**src/core/dczc_pkg.sv**
```systemverilog
package dczc_pkg;

  localparam int ADDR_W = 24;
  localparam int AXI_AW = 10;
  localparam int IDX_W = 8;
  localparam int CTRL_W = 8;
  localparam int IO_W = 8;
  localparam int TIMER_N = 4;

  // Register indices; byte address is index shifted left by two
  localparam logic [IDX_W-1:0] IDX_MEM_A = 8'h20;
  localparam logic [IDX_W-1:0] IDX_CTRL_A = 8'h27;
  localparam logic [IDX_W-1:0] IDX_MEM_B = 8'h28;
  localparam logic [IDX_W-1:0] IDX_IO_B = 8'h2E;
  localparam logic [IDX_W-1:0] IDX_CTRL_B = 8'h2F;
  localparam logic [IDX_W-1:0] IDX_CFG = 8'h30;
  localparam logic [IDX_W-1:0] IDX_STAT = 8'h31;
  localparam int IDX_LSB = 2;

  // Control register fields
  localparam int BIT_ENABLE = 7;
  localparam int BIT_SIZE = 6;
  localparam int BIT_DIR = 5;
  localparam int BIT_STEP = 4;
  localparam int BIT_IE = 3;
  localparam int BIT_TMS = 3;
  localparam int BIT_BLOCK = 0;
  localparam logic [1:0] CODE_FULL_HI = 2'h3;

  // Activation codes
  localparam logic [2:0] CODE_AUTO_BURST = 3'h0;
  localparam logic [2:0] CODE_AUTO_STEAL = 3'h2;
  localparam logic [2:0] CODE_TIMER_LAST = 3'h3;
  localparam logic [2:0] CODE_SER_TX = 3'h4;
  localparam logic [2:0] CODE_SER_RX = 3'h5;
  localparam logic [2:0] CODE_EXT_FALL = 3'h6;
  localparam logic [2:0] CODE_EXT_LOW = 3'h7;

  localparam logic [CTRL_W-1:0] CTRL_RESET = 8'h00;
  localparam logic [7:0] MEM_TOP = 8'hFF;
  localparam logic [ADDR_W-1:0] ADDR_RESET = 24'h000000;
  localparam logic [IO_W-1:0] IO_RESET = 8'h00;
  localparam int STEP_BYTE = 1;
  localparam int STEP_WORD = 2;

  localparam logic [1:0] RESP_OKAY = 2'h0;
  localparam logic [1:0] RESP_SLVERR = 2'h2;

  typedef enum logic [1:0] {
    ST_IDLE = 2'b00,
    ST_REQ = 2'b01,
    ST_GAP = 2'b11
  } dczc_state_type;

  typedef enum logic [1:0] {
    MODE_IO = 2'b00,
    MODE_REPEAT = 2'b01,
    MODE_IDLE = 2'b10,
    MODE_FULL = 2'b11
  } dczc_mode_type;

endpackage : dczc_pkg

```
**src/core/dczc_addr_step.sv**
```systemverilog
module dczc_addr_step #(
  parameter int AW = 24
) (
  input wire logic [AW-1:0] addrIn,
  input wire logic stepEnable,
  input wire logic stepDown,
  input wire logic wordSize,
  output logic [AW-1:0] addrOut
);

  logic [AW-1:0] delta;

  assign delta = wordSize ? AW'(dczc_pkg::STEP_WORD) : AW'(dczc_pkg::STEP_BYTE);

  always_comb
  begin
    if (!stepEnable)
      addrOut = addrIn;
    else if (stepDown)
      addrOut = addrIn - delta;
    else
      addrOut = addrIn + delta;
  end

endmodule : dczc_addr_step

```
**src/core/dczc_channel.sv**
```systemverilog
// Contract
// - Full mode: source address held when source step enable is 0.
// - Source step up: add 1 per byte, 2 per word.
// - Source step down: subtract 1 per byte, 2 per word.
// - Transfers only while enable bit set; size bit selects byte or word.
// - Memory address B: top byte reads all ones, lower 24 bits writable.
// - I/O address used in short mode, ignored in full mode.
// - Short mode codes 0-3 start on timer channels 0-3.
// - Short mode codes 4, 5 start on serial transmit-empty, receive-full.
// - Short mode codes 6, 7 start on request pin falling edge, low level.
// - End-of-transfer interrupt only when interrupt enable bit is 1.
// - Short mode: I/O, repeat or idle mode from repeat and interrupt enables.
// - Short mode memory address steps up or down by 1 or 2.
// - Full normal mode: code 0 burst, code 2 cycle-steal; 1,3,4,5 unavailable.
// - Full normal mode: codes 6, 7 use pin falling edge, low level.
// - Full block mode: codes 0-3 timers, code 6 pin falling edge only.
// - Block area is destination when mode select 0, source when 1.
// - Full mode runs only while master enable bit is 1.
// - Destination stepping follows the same rule as source stepping.
module dczc_channel (
  input wire logic clk,
  input wire logic reset_n,
  input wire logic [dczc_pkg::AXI_AW-1:0] s_axi_awaddr,
  input wire logic s_axi_awvalid,
  output logic s_axi_awready,
  input wire logic [31:0] s_axi_wdata,
  input wire logic [3:0] s_axi_wstrb,
  input wire logic s_axi_wvalid,
  output logic s_axi_wready,
  output logic [1:0] s_axi_bresp,
  output logic s_axi_bvalid,
  input wire logic s_axi_bready,
  input wire logic [dczc_pkg::AXI_AW-1:0] s_axi_araddr,
  input wire logic s_axi_arvalid,
  output logic s_axi_arready,
  output logic [31:0] s_axi_rdata,
  output logic [1:0] s_axi_rresp,
  output logic s_axi_rvalid,
  input wire logic s_axi_rready,
  input wire logic [dczc_pkg::TIMER_N-1:0] timerMatch,
  input wire logic serialTxEmpty,
  input wire logic serialRxFull,
  input wire logic extReqN,
  input wire logic xferAck,
  input wire logic xferLast,
  output logic xferReq,
  output logic xferChan,
  output logic xferWord,
  output logic xferFull,
  output logic xferBlockSrc,
  output logic [1:0] xferMode,
  output logic [dczc_pkg::ADDR_W-1:0] xferMemAddr,
  output logic [dczc_pkg::ADDR_W-1:0] xferPeerAddr,
  output logic [dczc_pkg::IO_W-1:0] xferIoAddr,
  output logic xferEndIrq
);

  localparam int AW = dczc_pkg::ADDR_W;

  logic rstMeta_reg;
  logic rstSync_reg;
  logic rstN;
  logic [dczc_pkg::CTRL_W-1:0] ctrl_reg [2];
  logic [AW-1:0] mem_reg [2];
  logic [AW-1:0] memStep [2];
  logic [dczc_pkg::IO_W-1:0] ioB_reg;
  logic blockMode_reg;
  logic [1:0] pend_reg;
  logic [1:0] done_reg;
  logic extPrev_reg;
  logic awHave_reg;
  logic wHave_reg;
  logic [dczc_pkg::AXI_AW-1:0] awAddr_reg;
  logic [31:0] wData_reg;
  logic [3:0] wStrb_reg;
  dczc_pkg::dczc_state_type state_reg;
  logic doWrite;
  logic [dczc_pkg::IDX_W-1:0] wIdx;
  logic fullMode;
  logic extFall;
  logic extLow;
  logic [1:0] active;
  logic [1:0] trig;
  logic [2:0] codeA;
  logic [2:0] codeB;
  logic ackHit;
  logic [1:0] stepEn;
  logic [1:0] sizeWord;
  logic pickB;

  always_ff @(posedge clk or negedge reset_n)
  begin
    if (!reset_n)
    begin
      rstMeta_reg <= 1'b0;
      rstSync_reg <= 1'b0;
    end
    else
    begin
      rstMeta_reg <= 1'b1;
      rstSync_reg <= rstMeta_reg;
    end
  end

  assign rstN = rstSync_reg;

  function automatic logic [dczc_pkg::IDX_W-1:0] regIndex(
    input logic [dczc_pkg::AXI_AW-1:0] addr
  );
    regIndex = addr[dczc_pkg::IDX_LSB +: dczc_pkg::IDX_W];
  endfunction : regIndex

  function automatic logic regMapped(input logic [dczc_pkg::AXI_AW-1:0] addr);
    logic [dczc_pkg::IDX_W-1:0] idx;
    idx = regIndex(addr);
    regMapped = (addr[dczc_pkg::IDX_LSB-1:0] == '0) &&
      (idx == dczc_pkg::IDX_MEM_A || idx == dczc_pkg::IDX_CTRL_A ||
       idx == dczc_pkg::IDX_MEM_B || idx == dczc_pkg::IDX_IO_B ||
       idx == dczc_pkg::IDX_CTRL_B || idx == dczc_pkg::IDX_CFG ||
       idx == dczc_pkg::IDX_STAT);
  endfunction : regMapped

  function automatic dczc_pkg::dczc_mode_type shortMode(
    input logic [dczc_pkg::CTRL_W-1:0] c
  );
    if (!c[dczc_pkg::BIT_STEP])
      shortMode = dczc_pkg::MODE_IO;
    else if (!c[dczc_pkg::BIT_IE])
      shortMode = dczc_pkg::MODE_REPEAT;
    else
      shortMode = dczc_pkg::MODE_IDLE;
  endfunction : shortMode

  // Short-address activation decode, shared by both sub-channels
  function automatic logic shortTrig(
    input logic [2:0] code,
    input logic [dczc_pkg::TIMER_N-1:0] tm,
    input logic tx,
    input logic rx,
    input logic fall,
    input logic low
  );
    case (code)
      dczc_pkg::CODE_SER_TX: shortTrig = tx;
      dczc_pkg::CODE_SER_RX: shortTrig = rx;
      dczc_pkg::CODE_EXT_FALL: shortTrig = fall;
      dczc_pkg::CODE_EXT_LOW: shortTrig = low;
      default: shortTrig = tm[code[1:0]];
    endcase
  endfunction : shortTrig

  // Full-address activation decode; unavailable codes never fire
  function automatic logic fullTrig(
    input logic [2:0] code,
    input logic block,
    input logic [dczc_pkg::TIMER_N-1:0] tm,
    input logic fall,
    input logic low
  );
    fullTrig = 1'b0;
    if (block)
    begin
      if (code <= dczc_pkg::CODE_TIMER_LAST)
        fullTrig = tm[code[1:0]];
      else if (code == dczc_pkg::CODE_EXT_FALL)
        fullTrig = fall;
    end
    else
    begin
      case (code)
        dczc_pkg::CODE_AUTO_BURST: fullTrig = 1'b1;
        dczc_pkg::CODE_AUTO_STEAL: fullTrig = 1'b1;
        dczc_pkg::CODE_EXT_FALL: fullTrig = fall;
        dczc_pkg::CODE_EXT_LOW: fullTrig = low;
        default: fullTrig = 1'b0;
      endcase
    end
  endfunction : fullTrig

  assign codeA = ctrl_reg[0][2:0];
  assign codeB = ctrl_reg[1][2:0];
  assign fullMode = (codeA[2:1] == dczc_pkg::CODE_FULL_HI);
  assign extLow = !extReqN;
  assign extFall = extPrev_reg && !extReqN;
  assign ackHit = (state_reg == dczc_pkg::ST_REQ) && xferAck;
  assign pickB = !(pend_reg[0] && active[0]);

  always_comb
  begin
    if (fullMode)
    begin
      active[0] = ctrl_reg[0][dczc_pkg::BIT_ENABLE] &&
        ctrl_reg[1][dczc_pkg::BIT_ENABLE];
      active[1] = 1'b0;
      trig[0] = fullTrig(codeB, blockMode_reg, timerMatch, extFall, extLow);
      trig[1] = 1'b0;
      stepEn[0] = ctrl_reg[0][dczc_pkg::BIT_STEP];
      stepEn[1] = ctrl_reg[1][dczc_pkg::BIT_STEP];
      sizeWord[0] = ctrl_reg[0][dczc_pkg::BIT_SIZE];
      sizeWord[1] = ctrl_reg[0][dczc_pkg::BIT_SIZE];
    end
    else
    begin
      active[0] = ctrl_reg[0][dczc_pkg::BIT_ENABLE];
      active[1] = ctrl_reg[1][dczc_pkg::BIT_ENABLE];
      trig[0] = shortTrig(codeA, timerMatch, serialTxEmpty, serialRxFull,
        extFall, extLow);
      trig[1] = shortTrig(codeB, timerMatch, serialTxEmpty, serialRxFull,
        extFall, extLow);
      // Idle mode keeps the memory address where it is
      stepEn[0] = shortMode(ctrl_reg[0]) != dczc_pkg::MODE_IDLE;
      stepEn[1] = shortMode(ctrl_reg[1]) != dczc_pkg::MODE_IDLE;
      sizeWord[0] = ctrl_reg[0][dczc_pkg::BIT_SIZE];
      sizeWord[1] = ctrl_reg[1][dczc_pkg::BIT_SIZE];
    end
  end

  for (genvar i = 0; i < 2; i++)
  begin : gStep
    dczc_addr_step #(
      .AW(AW)
    ) uStep (
      .addrIn(mem_reg[i]),
      .stepEnable(stepEn[i]),
      .stepDown(ctrl_reg[i][dczc_pkg::BIT_DIR]),
      .wordSize(sizeWord[i]),
      .addrOut(memStep[i])
    );
  end

  // Register bus: write channels
  assign doWrite = awHave_reg && wHave_reg && !s_axi_bvalid;
  assign wIdx = regIndex(awAddr_reg);

  always_ff @(posedge clk or negedge rstN)
  begin
    if (!rstN)
    begin
      awHave_reg <= 1'b0;
      wHave_reg <= 1'b0;
      awAddr_reg <= '0;
      wData_reg <= '0;
      wStrb_reg <= '0;
      s_axi_awready <= 1'b0;
      s_axi_wready <= 1'b0;
      s_axi_bvalid <= 1'b0;
      s_axi_bresp <= dczc_pkg::RESP_OKAY;
    end
    else
    begin
      if (!awHave_reg && !s_axi_bvalid)
        s_axi_awready <= !(s_axi_awvalid && s_axi_awready);
      if (!wHave_reg && !s_axi_bvalid)
        s_axi_wready <= !(s_axi_wvalid && s_axi_wready);
      if (s_axi_awvalid && s_axi_awready)
      begin
        awHave_reg <= 1'b1;
        awAddr_reg <= s_axi_awaddr;
      end
      if (s_axi_wvalid && s_axi_wready)
      begin
        wHave_reg <= 1'b1;
        wData_reg <= s_axi_wdata;
        wStrb_reg <= s_axi_wstrb;
      end
      if (doWrite)
      begin
        awHave_reg <= 1'b0;
        wHave_reg <= 1'b0;
        s_axi_bvalid <= 1'b1;
        s_axi_bresp <= regMapped(awAddr_reg) ? dczc_pkg::RESP_OKAY : dczc_pkg::RESP_SLVERR;
      end
      else if (s_axi_bvalid && s_axi_bready)
      begin
        s_axi_bvalid <= 1'b0;
        s_axi_awready <= 1'b1;
        s_axi_wready <= 1'b1;
      end
    end
  end

  // Control registers: software writes win, hardware drops the enable at the end in I/O and full modes
  always_ff @(posedge clk or negedge rstN)
  begin
    if (!rstN)
    begin
      ctrl_reg[0] <= dczc_pkg::CTRL_RESET;
      ctrl_reg[1] <= dczc_pkg::CTRL_RESET;
      blockMode_reg <= 1'b0;
      ioB_reg <= dczc_pkg::IO_RESET;
    end
    else
    begin
      if (ackHit && xferLast && (fullMode || shortMode(ctrl_reg[xferChan]) ==
          dczc_pkg::MODE_IO))
        ctrl_reg[xferChan][dczc_pkg::BIT_ENABLE] <= 1'b0;
      if (doWrite && regMapped(awAddr_reg) && wStrb_reg[0])
      begin
        case (wIdx)
          dczc_pkg::IDX_CTRL_A: ctrl_reg[0] <= wData_reg[dczc_pkg::CTRL_W-1:0];
          dczc_pkg::IDX_CTRL_B: ctrl_reg[1] <= wData_reg[dczc_pkg::CTRL_W-1:0];
          dczc_pkg::IDX_IO_B: ioB_reg <= wData_reg[dczc_pkg::IO_W-1:0];
          dczc_pkg::IDX_CFG: blockMode_reg <= wData_reg[dczc_pkg::BIT_BLOCK];
          default: ioB_reg <= ioB_reg;
        endcase
      end
    end
  end

  // Memory address registers: lower 24 bits only; top byte is constant
  always_ff @(posedge clk or negedge rstN)
  begin
    if (!rstN)
    begin
      mem_reg[0] <= dczc_pkg::ADDR_RESET;
      mem_reg[1] <= dczc_pkg::ADDR_RESET;
    end
    else
    begin
      if (ackHit)
      begin
        mem_reg[xferChan] <= memStep[xferChan];
        if (fullMode)
          mem_reg[1] <= memStep[1];
      end
      if (doWrite && (wIdx == dczc_pkg::IDX_MEM_A || wIdx == dczc_pkg::IDX_MEM_B) &&
          regMapped(awAddr_reg))
      begin
        for (int b = 0; b < 3; b++)
        begin
          if (wStrb_reg[b])
            mem_reg[wIdx == dczc_pkg::IDX_MEM_B][b*8 +: 8] <= wData_reg[b*8 +: 8];
        end
      end
    end
  end

  // Pending requests and done flags; a new event beats a same-cycle clear
  always_ff @(posedge clk or negedge rstN)
  begin
    if (!rstN)
    begin
      pend_reg <= 2'b00;
      done_reg <= 2'b00;
      extPrev_reg <= 1'b1;
    end
    else
    begin
      extPrev_reg <= extReqN;
      for (int i = 0; i < 2; i++)
      begin
        if (doWrite && wIdx == dczc_pkg::IDX_STAT && regMapped(awAddr_reg) &&
            wStrb_reg[0] && wData_reg[i])
          done_reg[i] <= 1'b0;
        if (ackHit && xferChan == 1'(i) && xferLast)
          done_reg[i] <= 1'b1;
        if (!active[i])
          pend_reg[i] <= 1'b0;
        else if (trig[i])
          pend_reg[i] <= 1'b1;
        else if (ackHit && xferChan == 1'(i))
          pend_reg[i] <= 1'b0;
      end
    end
  end

  // Transfer sequencer; sub-channel A wins a tie
  always_ff @(posedge clk or negedge rstN)
  begin
    if (!rstN)
    begin
      state_reg <= dczc_pkg::ST_IDLE;
      xferReq <= 1'b0;
      xferChan <= 1'b0;
      xferWord <= 1'b0;
      xferFull <= 1'b0;
      xferBlockSrc <= 1'b0;
      xferMode <= dczc_pkg::MODE_IO;
      xferMemAddr <= '0;
      xferPeerAddr <= '0;
      xferIoAddr <= '0;
    end
    else
    begin
      case (state_reg)
        dczc_pkg::ST_IDLE:
        begin
          if ((pend_reg[0] && active[0]) || (pend_reg[1] && active[1]))
          begin
            state_reg <= dczc_pkg::ST_REQ;
            xferReq <= 1'b1;
            xferChan <= pickB;
            xferWord <= sizeWord[pickB];
            xferFull <= fullMode;
            xferMode <= fullMode ? dczc_pkg::MODE_FULL : shortMode(ctrl_reg[pickB]);
            xferBlockSrc <= fullMode && blockMode_reg &&
              ctrl_reg[1][dczc_pkg::BIT_TMS];
            xferMemAddr <= mem_reg[pickB];
            xferPeerAddr <= fullMode ? mem_reg[1] : '0;
            // I/O address only applies to sub-channel B in short mode
            xferIoAddr <= (!fullMode && pickB) ? ioB_reg : '0;
          end
        end
        dczc_pkg::ST_REQ:
        begin
          if (xferAck)
          begin
            xferReq <= 1'b0;
            // Cycle-steal leaves the bus free for two cycles between transfers, one more than burst
            if (xferFull && !blockMode_reg && codeB == dczc_pkg::CODE_AUTO_STEAL)
              state_reg <= dczc_pkg::ST_GAP;
            else
              state_reg <= dczc_pkg::ST_IDLE;
          end
        end
        dczc_pkg::ST_GAP: state_reg <= dczc_pkg::ST_IDLE;
        default: state_reg <= dczc_pkg::ST_IDLE;
      endcase
    end
  end

  always_ff @(posedge clk or negedge rstN)
  begin
    if (!rstN)
      xferEndIrq <= 1'b0;
    else
      xferEndIrq <= (done_reg[0] && ctrl_reg[0][dczc_pkg::BIT_IE]) ||
        (done_reg[1] && !fullMode && ctrl_reg[1][dczc_pkg::BIT_IE]);
  end

  // Register bus: read channel, one-cycle answer
  always_ff @(posedge clk or negedge rstN)
  begin
    if (!rstN)
    begin
      s_axi_arready <= 1'b0;
      s_axi_rvalid <= 1'b0;
      s_axi_rdata <= '0;
      s_axi_rresp <= dczc_pkg::RESP_OKAY;
    end
    else if (s_axi_arvalid && s_axi_arready)
    begin
      s_axi_arready <= 1'b0;
      s_axi_rvalid <= 1'b1;
      s_axi_rresp <= regMapped(s_axi_araddr) ? dczc_pkg::RESP_OKAY : dczc_pkg::RESP_SLVERR;
      s_axi_rdata <= '0;
      if (regMapped(s_axi_araddr))
      begin
        case (regIndex(s_axi_araddr))
          dczc_pkg::IDX_MEM_A: s_axi_rdata <= {dczc_pkg::MEM_TOP, mem_reg[0]};
          dczc_pkg::IDX_MEM_B: s_axi_rdata <= {dczc_pkg::MEM_TOP, mem_reg[1]};
          dczc_pkg::IDX_CTRL_A: s_axi_rdata <= 32'(ctrl_reg[0]);
          dczc_pkg::IDX_CTRL_B: s_axi_rdata <= 32'(ctrl_reg[1]);
          dczc_pkg::IDX_IO_B: s_axi_rdata <= 32'(ioB_reg);
          dczc_pkg::IDX_CFG: s_axi_rdata <= 32'(blockMode_reg);
          dczc_pkg::IDX_STAT: s_axi_rdata <= 32'({state_reg, pend_reg, done_reg});
          default: s_axi_rdata <= '0;
        endcase
      end
    end
    else if (s_axi_rvalid && s_axi_rready)
    begin
      s_axi_rvalid <= 1'b0;
      s_axi_arready <= 1'b1;
    end
    else if (!s_axi_rvalid)
      s_axi_arready <= 1'b1;
  end

endmodule : dczc_channel

```
**config.mk**
```make
export PLATFORM = sky130hd
export DESIGN_NAME = dczc_channel
export DESIGN_NICKNAME = d
export VERILOG_FILES = /design/src/core/dczc_pkg.sv /design/src/core/dczc_addr_step.sv /design/src/core/dczc_channel.sv
export SDC_FILE = /design/constraint.sdc
export NUM_CORES = 1
export LEC_CHECK = 0
export BUFFER_PORTS_ARGS = -buffer_cell sky130_fd_sc_hd__clkbuf_2
export CAP_MARGIN = 20
export CORE_ASPECT_RATIO = 0.9
export CORE_MARGIN = 2
export CORE_UTILIZATION = 62
export DETAILED_ROUTE_END_ITERATION = 8
export GPL_ROUTABILITY_DRIVEN = 0
export PLACE_DENSITY = 0.91
export SLEW_MARGIN = 20
export SYNTH_ARGS = -nofsm -noshare
export SYNTH_HDL_FRONTEND = slang
export SYNTH_SLANG_ARGS = --single-unit
```
**constraint.sdc**
```tcl
create_clock -name clk -period 15.1 [get_ports clk]
set_input_delay 2.265 -clock clk [delete_from_list [all_inputs] [get_ports clk]]
set_output_delay 2.265 -clock clk [all_outputs]
set_load 0.005 [all_outputs]
```
# Yosys cells after proc, flatten, opt, wreduce, memory -nomap -nowiden

Index checks and enable logic that the tools add are counted.
Widths: inputs -> output; s select.

$mul: 0
Equal/unequal tests: 32
Bitwise operators: 6
Reduce and logical (&&, ||, !) cells: 84
Divide/modulo/power cells: 0
Add/subtract/negate cells: 4
Order comparisons: 9
Shift-type cells: 0
Muxes and demuxes: 111

Operators by type and width:

| cell               | count |
|---|---|
| $mux 24            | 14 |
| $mux 48            | 7 |
| $pmux 32 s7        | 1 |
| $bwmux 48          | 4 |
| $eq 8x6->1 const B | 14 |
| $demux 24 s1       | 4 |
| $add 24x24->24     | 2 |
| $mux 16            | 3 |
| $sub 24x24->24     | 2 |
| $mux 2             | 22 |
| $logic_and 1x1->1  | 41 |
| $mux 8             | 5 |
| $mux 1             | 36 |
| $mux 32            | 1 |
| $mux 5             | 6 |
| $eq 3x3->1 const B | 8 |
| $and 16x16->16     | 1 |
| $logic_or 1x1->1   | 16 |
| $not 16->16        | 1 |
| $reduce_bool 2->1  | 7 |
| $logic_not 1->1    | 9 |
| $ne 3x1->1 const B | 3 |
| $demux 8 s1        | 1 |
| $logic_not 2->1    | 4 |
| 20 further kinds   | 34 |

Memory bits (writable): 0
Memory bits (read-only): 0
Flip-flop bits (word level): 226
Latch bits: 0
Input port bits: 72
Memories: 0
Word-level logic and storage cells: 283

# Longest topological paths before layout

Gate-level depths: netlist (run 1).

Word-level depth: 21
Mapped depth: 14
Depth with buffers taken out: 13

# Cells and area by module

A second synthesis (run 1) with hierarchy kept.

Cell total of the unflattened synthesis: 1291
Area total of the unflattened synthesis: 13404.1 um2

Modules (own cells, without submodules):

| module                          | times used | cells each | area an instance (um2) |
|---|---|---|---|
| dczc_channel                    | 1          | 841        | 10229.8 |
| dczc_addr_step (gStep[0].uStep) | 1          | 230        | 1630.3 |
| dczc_addr_step (gStep[1].uStep) | 1          | 220        | 1544.0 |

# Worst setup path before layout (run 1)

No wires, ideal clock.

Path kind: input -> register
Start point: input s_axi_araddr[2] (netlist bit)
End point: register s_axi_rdata[0]
Data arrival time: 3680 ps
Stages: 7
Slack: 11336 ps
Path buffers: 2
Cell sequence: clkbuf_1 > or4_1 > nor2_1 > and2_1 > clkbuf_1 > a221oi_1 > o21ai_0

Longest elaborated chain between the ends: 9
Elaborated cells on any way between the ends: 16
Classes of those cells: 7 x eq/ne; 2 x mux; 7 x reduce/logical

Ends and longest elaborated chain:

| element                        | RTL line                                 | RTL |
|---|---|---|
| start, declared                | dczc_channel.sv:33                       | `input wire logic [dczc_pkg::AXI_AW-1:0] s_axi_araddr,` |
| $eq 8x6->1                     | dczc_channel.sv:117, dczc_channel.sv:449 |  |
| $logic_or 1x1->1 (2 in series) | dczc_channel.sv:117                      | `(idx == dczc_pkg::IDX_MEM_A \|\| idx == dczc_pkg::IDX_CTRL_A \|\|` |
| $logic_or 1x1->1 (2 in series) | dczc_channel.sv:118                      | `idx == dczc_pkg::IDX_MEM_B \|\| idx == dczc_pkg::IDX_IO_B \|\|` |
| $logic_or 1x1->1 (2 in series) | dczc_channel.sv:119                      | `idx == dczc_pkg::IDX_CTRL_B \|\| idx == dczc_pkg::IDX_CFG \|\|` |
| $logic_and 1x1->1              | dczc_channel.sv:116                      | `regMapped = (addr[dczc_pkg::IDX_LSB-1:0] == '0) &&` |
| $mux 32 *                      | dczc_channel.sv:447                      | `if (regMapped(s_axi_araddr))` |
| end signal, assigned           | dczc_channel.sv:450                      | `dczc_pkg::IDX_MEM_A: s_axi_rdata <= {dczc_pkg::MEM_TOP, mem_reg[0]};` |
| end signal, assigned           | dczc_channel.sv:451                      | `dczc_pkg::IDX_MEM_B: s_axi_rdata <= {dczc_pkg::MEM_TOP, mem_reg[1]};` |
| end signal, assigned           | dczc_channel.sv:452                      | `dczc_pkg::IDX_CTRL_A: s_axi_rdata <= 32'(ctrl_reg[0]);` |
| end, declared                  | dczc_channel.sv:36                       | `output logic [31:0] s_axi_rdata,` |

Every way passes the cells marked *; elsewhere a longest branch is shown, timed or not.
A chain may end at the register's enable or synchronous reset.

# Worst setup path in the final report (run 1)

Start point: input s_axi_araddr[5] (netlist bit)
End point: register s_axi_rdata[10]

Same word-level chain as after synthesis.

==> metrics.txt, run 1 <==
run status=finished clean; grt ovf=0; CP Data Required Time=15460 ps; # diodes=0; setup_tns=0 ps; PortBufs=165; Total Routing Usage GR=32.4%; pin count of the biggest net entering global routing=143; IO Pins=177; Sink Count=217; H-tree Lvls=1; max frequency=0.224 GHz; Startpoint Class=input port; final wirelength=33400 um; worst-path cell with the longest stage delay=nand2b_1; Avg Inst Size Synth=9.46 um2; most frequent cells in the layout=dfrtp_1, nand2_1, clkbuf_2, o21ai_0, a21oi_1; cell count after synthesis=1278; sequential fraction of the synthesis area=44.9%; Synth Register Bits=217; CTS root buf=clkbuf_16; CTS tree=done; clk buf depth=3; vias in the first global route=10.2k; row count=48; Die W=151 um; detailed-route via count=10.8k; drt pass-1 iters=8; max FFs per register=48; synth-to-layout area growth=14.0%; post-CTS setup buffer count=0; Netlist cell types=76; yosys warns=0; Slew Limit Fails=0; Post-synth top flop=dfrtp_1; Syn Std Cell Area=0.0121 mm2; Initial Utilization=63.1%; clk_lat worst skew=530 ps; post-cts resize count=0; DR WL/cell=19.9 um; Min Hold Slack=276 ps; r2r setup slk=11250 ps; Async S/R FF share, synth=100%; relative slew slack=26.4%; commonest non-fill, non-tap cell in the layout=dfrtp_1; worst vdd ir=0.114 mV; Hold Crit Class=flop to asynchronous set/reset pin; leakage=6.81 nW; Nets=1526; Cell Chain, Critical Path=clkbuf_2 > o211ai_1 > a21oi_1 > o21ai_1 > nand2b_1 > o21ai_0; Multi-input gate area=0.00626 mm2; pwr/cell area=147 mW/mm2; critical setup path kind=input port to flop; initial antenna violation count=0; FF/Latch Area=0.00544 mm2; Die Y=136 um; layout cells sized above 1=21.4%; Fill cells=1312; DIE AREA=0.0206 mm2; overall power=2.03 mW; Clk pin slew, worst setup/hold paths=60 ps; max cap viols=0; cell count after placement=1630; Via density=6.43; Post-synth EDFFs=0; CTS Buf Count=23; largest fanout on the critical path=30; Routed Antenna Nets=0; initial drt markers=1360; slew of the pin with the lowest slew margin=1100 ps; critical path endpoint category=flop; minimum clock period=4460 ps; fin crit share=29.5%; Post-CTS Hold Buffers=0; placed wire-length estimate=22800 um; final core utilization=71.9%; Post-Layout Cell Count=1673; Fin. Hold Viols=0; placeable core area=0.0192 mm2; final setup vio count=0; critical path arrival=4820 ps; first-pass GRT wire length=52800 um; Clock Skew=22.2 ps; # DRC=0; crit-path max cell delay=690 ps; RSZ-0062 raised after global routing=false
## worst max-delay path, delay by kind of cell
family	cells	cell delay, ps
AOI/OAI and AO/OA	4	1290
and+or+nand+nor	1	690
buffers and inverters	1	580
## final timing paths
kind,depth (start not counted),from,end
setup / recovery,6,s_axi_araddr[5],s_axi_rdata[10]
hold / removal,0,rstN,mem_reg[46]
setup reg to reg,13,codeA[2],mem_reg[22]
hold reg to reg,0,rstN,mem_reg[46]
max in group asynchronous,1,reset_n,rstN
min in group clk,0,rstMeta_reg,rstN
## cell usage after synthesis, types with 14 or more instances
cell type	number	area share, %
buf_2	19	0.79
inv_1	22	0.68
nor2_1	86	2.7
dfrtp_1	216	45
ha_1	46	4.8
o21ai_0	106	4.4
nor3_1	14	0.58
clkbuf_1	37	1.1
and3_1	14	0.72
a21oi_1	96	4.0
mux2i_1	56	4.6
nand2_1	196	6.1
mux2_2	66	6.1
xnor2_1	22	1.6
nand3_1	55	2.3
xor2_1	15	1.1
## power by group
group	internal, mW	switching, mW	total [mW]
clock	0.345	0.235	0.580
combinational	0.237	0.282	0.519
sequential	0.719	0.214	0.933
## cell families (layout without fill, tap and decap cells)
family                     count (synthesis)  after routing  share of synthesized area (%)
xor gates and xnor gates                  37             37                           2.68
adders and majority gates                 48             48                           5.09
other                                      2              3                         0.0621
DFF                                      217            217                           44.9
muxes                                    124            124                           11.2
buffers and inverters                     94            238                           3.51
AOI/OAI and AO/OA                        325            325                           16.5
and+or+nand+nor                          431            431                           16.1
## area by class of cell
class                           instances  area share [%]
Timing Repair Buffer                  174            6.66
Sequential cell                       217            39.4
Clock buffer                           35            4.94
Tap cell                              250            2.27
Multi-Input combinational cell        968            45.4
Clock inverter                          7           0.690
Inverter                               22           0.599
## per-layer routing
layer / share of wire (%) / global-route usage (%) / up-vias
li1: - / - / 4813
met1: 40 / 45.4 / 5096
met2: 44 / 49.2 / 718
met3: 12 / 8.02 / 125
met4: 3.4 / 11.5 / 0
met5: 0 / 0 / -
## stage by stage
stage          area [um2]  setup WS, ps
3_3_place_gp        13000         10320
5_1_grt             13800         10460
4_1_cts             13800         10690
6_report            13800         10640
2_1_floorplan       12100          8610
3_5_place_dp        13000         10200
Note: power is estimated with default switching activity, not from simulation.
==> inputs of run 2 (changes only) <==
--- a/config.mk
+++ b/config.mk
@@ -9,10 +9,10 @@
 export CAP_MARGIN = 20
 export CORE_ASPECT_RATIO = 0.9
 export CORE_MARGIN = 2
-export CORE_UTILIZATION = 62
+export CORE_UTILIZATION = 52
 export DETAILED_ROUTE_END_ITERATION = 8
 export GPL_ROUTABILITY_DRIVEN = 0
-export PLACE_DENSITY = 0.91
+export PLACE_DENSITY = 0.82
 export SLEW_MARGIN = 20
 export SYNTH_ARGS = -nofsm -noshare
 export SYNTH_HDL_FRONTEND = slang
==> constraint.sdc (replaced) <==
create_clock -name clk -period 3.6 [get_ports clk]
set_input_delay 0.54 -clock clk [delete_from_list [all_inputs] [get_ports clk]]
set_output_delay 0.54 -clock clk [all_outputs]
set_load 0.005 [all_outputs]
==> run 2 against run 1 <==
Compared with the run above: via count decreased by 3.5%; flip-flop and latch count did not move; non-clock buffer count up 8; sequential power rose to 4.2 times the previous value; die area increased by 19%; worst setup slack worse by 10000 ps; clock power rose to 4.4 times the previous value; clock skew decreased by 5.3 ps; cell count rose by 3.4%.
==> metrics.txt, run 2 (synthesis results as in run 1) <==
drt pass-1 iters=5; Clock Skew=16.9 ps; cell count after placement=1685; Endpoint, Worst Hold=extPrev_reg; Fin. Hold Viols=0; commonest non-fill, non-tap cell in the layout=dfrtp_1; R2R cell count=12; hold path startpoint=extReqN; FF-to-FF End=mem_reg[22]; PortBufs=165; Post-Layout Cell Count=1730; CTS root buf=clkbuf_16; DIE AREA=0.0245 mm2; Hold Crit Class=input port to flop; IO Pins=177; H-tree Lvls=1; leakage=6.87 nW; Sink Count=217; # DRC=0; grt ovf=0; run status=finished clean; row count=52; final setup vio count=0; max FFs per register=48; CTS Buf Count=24; r2r setup slk=240 ps; most frequent cells in the layout=dfrtp_1, nand2_1, clkbuf_2, o21ai_0, a21oi_1; Nets=1535; Min Hold Slack=112 ps; hold depth=1; worst vdd ir=0.460 mV; initial drt markers=1142; Die Y=149 um; post-CTS setup buffer count=0; placed wire-length estimate=23800 um; fin crit share=93.5%; Clk pin slew, worst setup/hold paths=60 ps; clk buf depth=3; critical path endpoint category=flop; layout cells sized above 1=21.9%; largest fanout on the critical path=7; CP Data Required Time=4050 ps; final wirelength=33100 um; pin count of the biggest net entering global routing=117; synth-to-layout area growth=15.2%; Total Routing Usage GR=26.9%; vias in the first global route=10.0k; Initial Utilization=53.4%; setup_tns=0 ps; pwr/cell area=618 mW/mm2; max frequency=0.297 GHz; RSZ-0062 raised after global routing=false; Via density=6.00; critical setup path kind=flop to flop; slew of the pin with the lowest slew margin=1040 ps; Startpoint Class=flop; critical path arrival=3820 ps; max cap viols=0; placeable core area=0.0226 mm2; CTS tree=done; relative slew slack=30.4%; DR WL/cell=19.1 um; clk_lat worst skew=530 ps; first-pass GRT wire length=52300 um; initial antenna violation count=0; Post-Place Worst Slack=303 ps; Final WS setup=236 ps; Die W=165 um; FF-to-FF Start=codeA[2]; minimum clock period=3360 ps; # diodes=0; Routed Antenna Nets=0; detailed-route via count=10.4k; Slew Limit Fails=0
## run 2: cell types whose count changed in the layout (fill, tap and decap cells not counted), sizes merged
cell,delta
buf,+7
bufinv,+1
clkbuf,-4
clkinv,+5
dlygate4sd3,+1
## run 2: cell type report
type / instances / area, um2
clock buffer: 31 / 657
multi-input combinational: 968 / 6250
clock inverter: 13 / 158
fill: 1860 / 8720
tap: 297 / 372
timing repair buffer: 182 / 968
inverter: 22 / 82.6
sequential: 217 / 5440
## run 2: repair_timing
| action | in CTS | in global routing |
|---|---|---|
| resized for setup | 0 | 0 |
| hold buffers | 1 | 0 |
| endpoints found under the hold margin | 2 | 0 |
## run 2: critical path, cell delays in order (launching register included)
cell     delay, ps
dfrtp_1        440
and2_1         210
mux2i_1        300
nand2_1        160
fa_1           430
and2b_1        240
o31a_1         220
o32ai_4        150
o21ai_1        280
a21oi_1        150
or3_1          330
a31o_2         250
o21ai_1        100
## run 2: layer usage
metal  GRT usage, %  vias up  wire length, um
li1               -     4827                -
met1           39.0     4973            14300
met2           40.5      511            14500
met3           6.00       66             3390
met4           8.09        0              859
met5              0        -                0
## run 2: through the flow
stage / total power, mW / utilization [%] / instance area (um2)
2_1_floorplan: 5.13 / - / 12100
3_3_place_gp: 5.91 / 57.9 / 13100
3_5_place_dp: 6.03 / 57.9 / 13100
4_1_cts: 8.58 / 61.5 / 13900
5_1_grt: 9.04 / 61.5 / 13900
6_report: 8.61 / 61.5 / 13900
## run 2: worst max path at each step
stage	start	to	slack (ps)	cells after the start
2_1_floorplan	rstN	awAddr_reg[0]	30	0
3_3_place_gp	codeA[2]	mem_reg[22]	440	12
3_5_place_dp	codeA[2]	mem_reg[22]	300	12
4_1_cts	codeA[2]	mem_reg[22]	280	12
5_1_grt	codeA[2]	mem_reg[22]	30	12
6_report	codeA[2]	mem_reg[22]	240	12
## run 2: report_power, final
group	total, mW	internal [mW]	leakage (nW)	switching (mW)
clock	2.54	1.51	0.403	1.03
sequential	3.92	3.01	2.79	0.907
combinational	2.15	0.993	3.68	1.16
total	8.61	5.52	6.87	3.09
==> inputs of run 3 (changes only) <==
--- a/config.mk
+++ b/config.mk
@@ -6,13 +6,14 @@
 export NUM_CORES = 1
 export LEC_CHECK = 0
 export BUFFER_PORTS_ARGS = -buffer_cell sky130_fd_sc_hd__clkbuf_2
-export CAP_MARGIN = 20
+export CAP_MARGIN = 15
 export CORE_ASPECT_RATIO = 0.9
 export CORE_MARGIN = 2
 export CORE_UTILIZATION = 52
 export DETAILED_ROUTE_END_ITERATION = 8
 export GPL_ROUTABILITY_DRIVEN = 0
 export PLACE_DENSITY = 0.82
+export REMOVE_ABC_BUFFERS = 1
 export SLEW_MARGIN = 20
 export SYNTH_ARGS = -nofsm -noshare
 export SYNTH_HDL_FRONTEND = slang
==> run 3 against run 2 <==
Compared with the run above: flip-flop and latch count unchanged; total power is 2.0% lower; critical path depth stayed put; sequential share of layout area hardly changed; maximum frequency up 0.56%; die area is the same; sequential power fell by 2%; register-to-register slack better by 20 ps; routed wire length decreased by 1.9%; clock-buffer cell count up 7; cell count unchanged; critical path type unchanged.
==> metrics.txt, run 3 (synthesis results as in run 1) <==
most frequent cells in the layout=dfrtp_1, nand2_1, clkbuf_2, o21ai_0, a21oi_1; Clock Skew=22.6 ps; Die Y=149 um; run status=finished clean; relative slew slack=28.5%; minimum clock period=3350 ps; CTS root buf=clkbuf_16; PortBufs=165; slew of the pin with the lowest slew margin=1070 ps; pin count of the biggest net entering global routing=98; Final WS setup=254 ps; commonest non-fill, non-tap cell in the layout=dfrtp_1; critical setup path kind=flop to flop; Routed Antenna Nets=0; max FFs per register=48; clk_lat worst skew=520 ps; IO Pins=177; clk buf depth=3; vias in the first global route=9890; Sink Count=217; CTS tree=done; fin crit share=92.9%; final setup vio count=0; CP Data Required Time=4050 ps; critical path endpoint category=flop; Via density=6.00; crit-path max cell delay=440 ps; Slew Limit Fails=0; largest fanout on the critical path=7; Post-Place Worst Slack=265 ps; Hold Crit Class=input port to flop; worst-path cell with the longest stage delay=dfrtp_1; detailed-route via count=10.4k; leakage=6.86 nW; Crit path max-delay family=compound AO/OA/AOI/OAI gates; final wirelength=32400 um; overall power=8.44 mW; DR WL/cell=18.7 um; crit-path most repeated cell=o21ai_1; Startpoint Class=flop; Fin. Hold Viols=0; grt ovf=0; Cell Chain, Critical Path=and2_1 > mux2i_2 > nand2_1 > fa_1 > and2b_1 > o31a_1 > o32ai_4 > o21ai_1 > a21oi_1 > or3_1 > a31o_2 > o21ai_1; DIE AREA=0.0245 mm2; critical path arrival=3800 ps; Total Routing Usage GR=26.5%; post-CTS setup buffer count=0; FF/Latch Area=0.00544 mm2; final core utilization=61.5%; max frequency=0.299 GHz; RSZ-0062 raised after global routing=false; Clk pin slew, worst setup/hold paths=60 ps; placed wire-length estimate=23800 um; Die W=165 um; max cap viols=0; CP Buf/Inv Count=0; layout cells sized above 1=21.7%; Initial Utilization=53.4%; placeable core area=0.0226 mm2; pwr/cell area=606 mW/mm2; initial drt markers=1003; initial antenna violation count=0; Nets=1535; row count=52; Multi-input gate area=0.00625 mm2; worst vdd ir=0.524 mV; synth-to-layout area growth=15.1%; Fill cells=1894; # DRC=0; drt pass-1 iters=6; first-pass GRT wire length=51600 um; # diodes=0; CTS Buf Count=24; H-tree Lvls=1
run 3: cell count changes in the layout (fill, tap and decap cells not counted), sizes merged:
cell,delta
inv,-1
bufinv,-2
clkinv,-4
clkbuf,+7
run 3: path summary, 6_finish.rpt:
kind | cells past startpoint | end | from | slack, ps
worst max-delay path | 12 | mem_reg[22] | codeA[2] | 250
worst min-delay path | 1 | extPrev_reg | extReqN | 130
worst max register to register | 12 | mem_reg[22] | codeA[2] | 250
worst min register to register | 0 | wData_reg[22] | rstN | 350
max in group asynchronous | 1 | extPrev_reg | rstN | 2300
min in group asynchronous | 0 | wData_reg[22] | rstN | 350
run 3: through the flow:
stage / TNS [ps] / std cells / cell area, um2 / hold slack [ps]
after global placement: 0 / 1685 / 13100 / 327
after global routing: 0 / 1730 / 13900 / 129
after CTS: 0 / 1730 / 13900 / 123
after detailed placement: 0 / 1685 / 13100 / 329
after floorplan: -678300 / 1207 / 11800 / 244
final: 0 / 1730 / 13900 / 134
run 3: final cells by class:
| cell class | instances | share of cell area (%) |
|---|---|---|
| Clock inverter | 6 | 0.413 |
| Inverter | 22 | 0.593 |
| Clock buffer | 38 | 5.20 |
| Tap cell | 297 | 2.67 |
| Sequential cell | 217 | 39.0 |
| Timing Repair Buffer | 182 | 7.14 |
| Multi-Input combinational cell | 968 | 44.9 |
run 3: timing repair:
action,4_1_cts,5_1_grt
hold buffers,1,0
endpoints found under the hold margin,2,0
gates resized for setup,0,1
endpoints found under the setup margin,0,1
run 3: per-layer routing:
layer | vias up | track usage [%] | routed length, um
li1 | 4831 | - | -
met1 | 4967 | 38.5 | 13400
met2 | 511 | 40.5 | 14500
met3 | 75 | 5.13 | 3460
met4 | 0 | 8.26 | 1020
met5 | - | 0 | 0
run 3: power by group:
group          total [mW]  leakage [nW]  internal [mW]  switching (mW)
Clock                2.42         0.383           1.45           0.969
Combinational        2.19          3.69           1.01            1.18
Sequential           3.83          2.79           3.02           0.817
Total                8.44          6.86           5.47            2.97
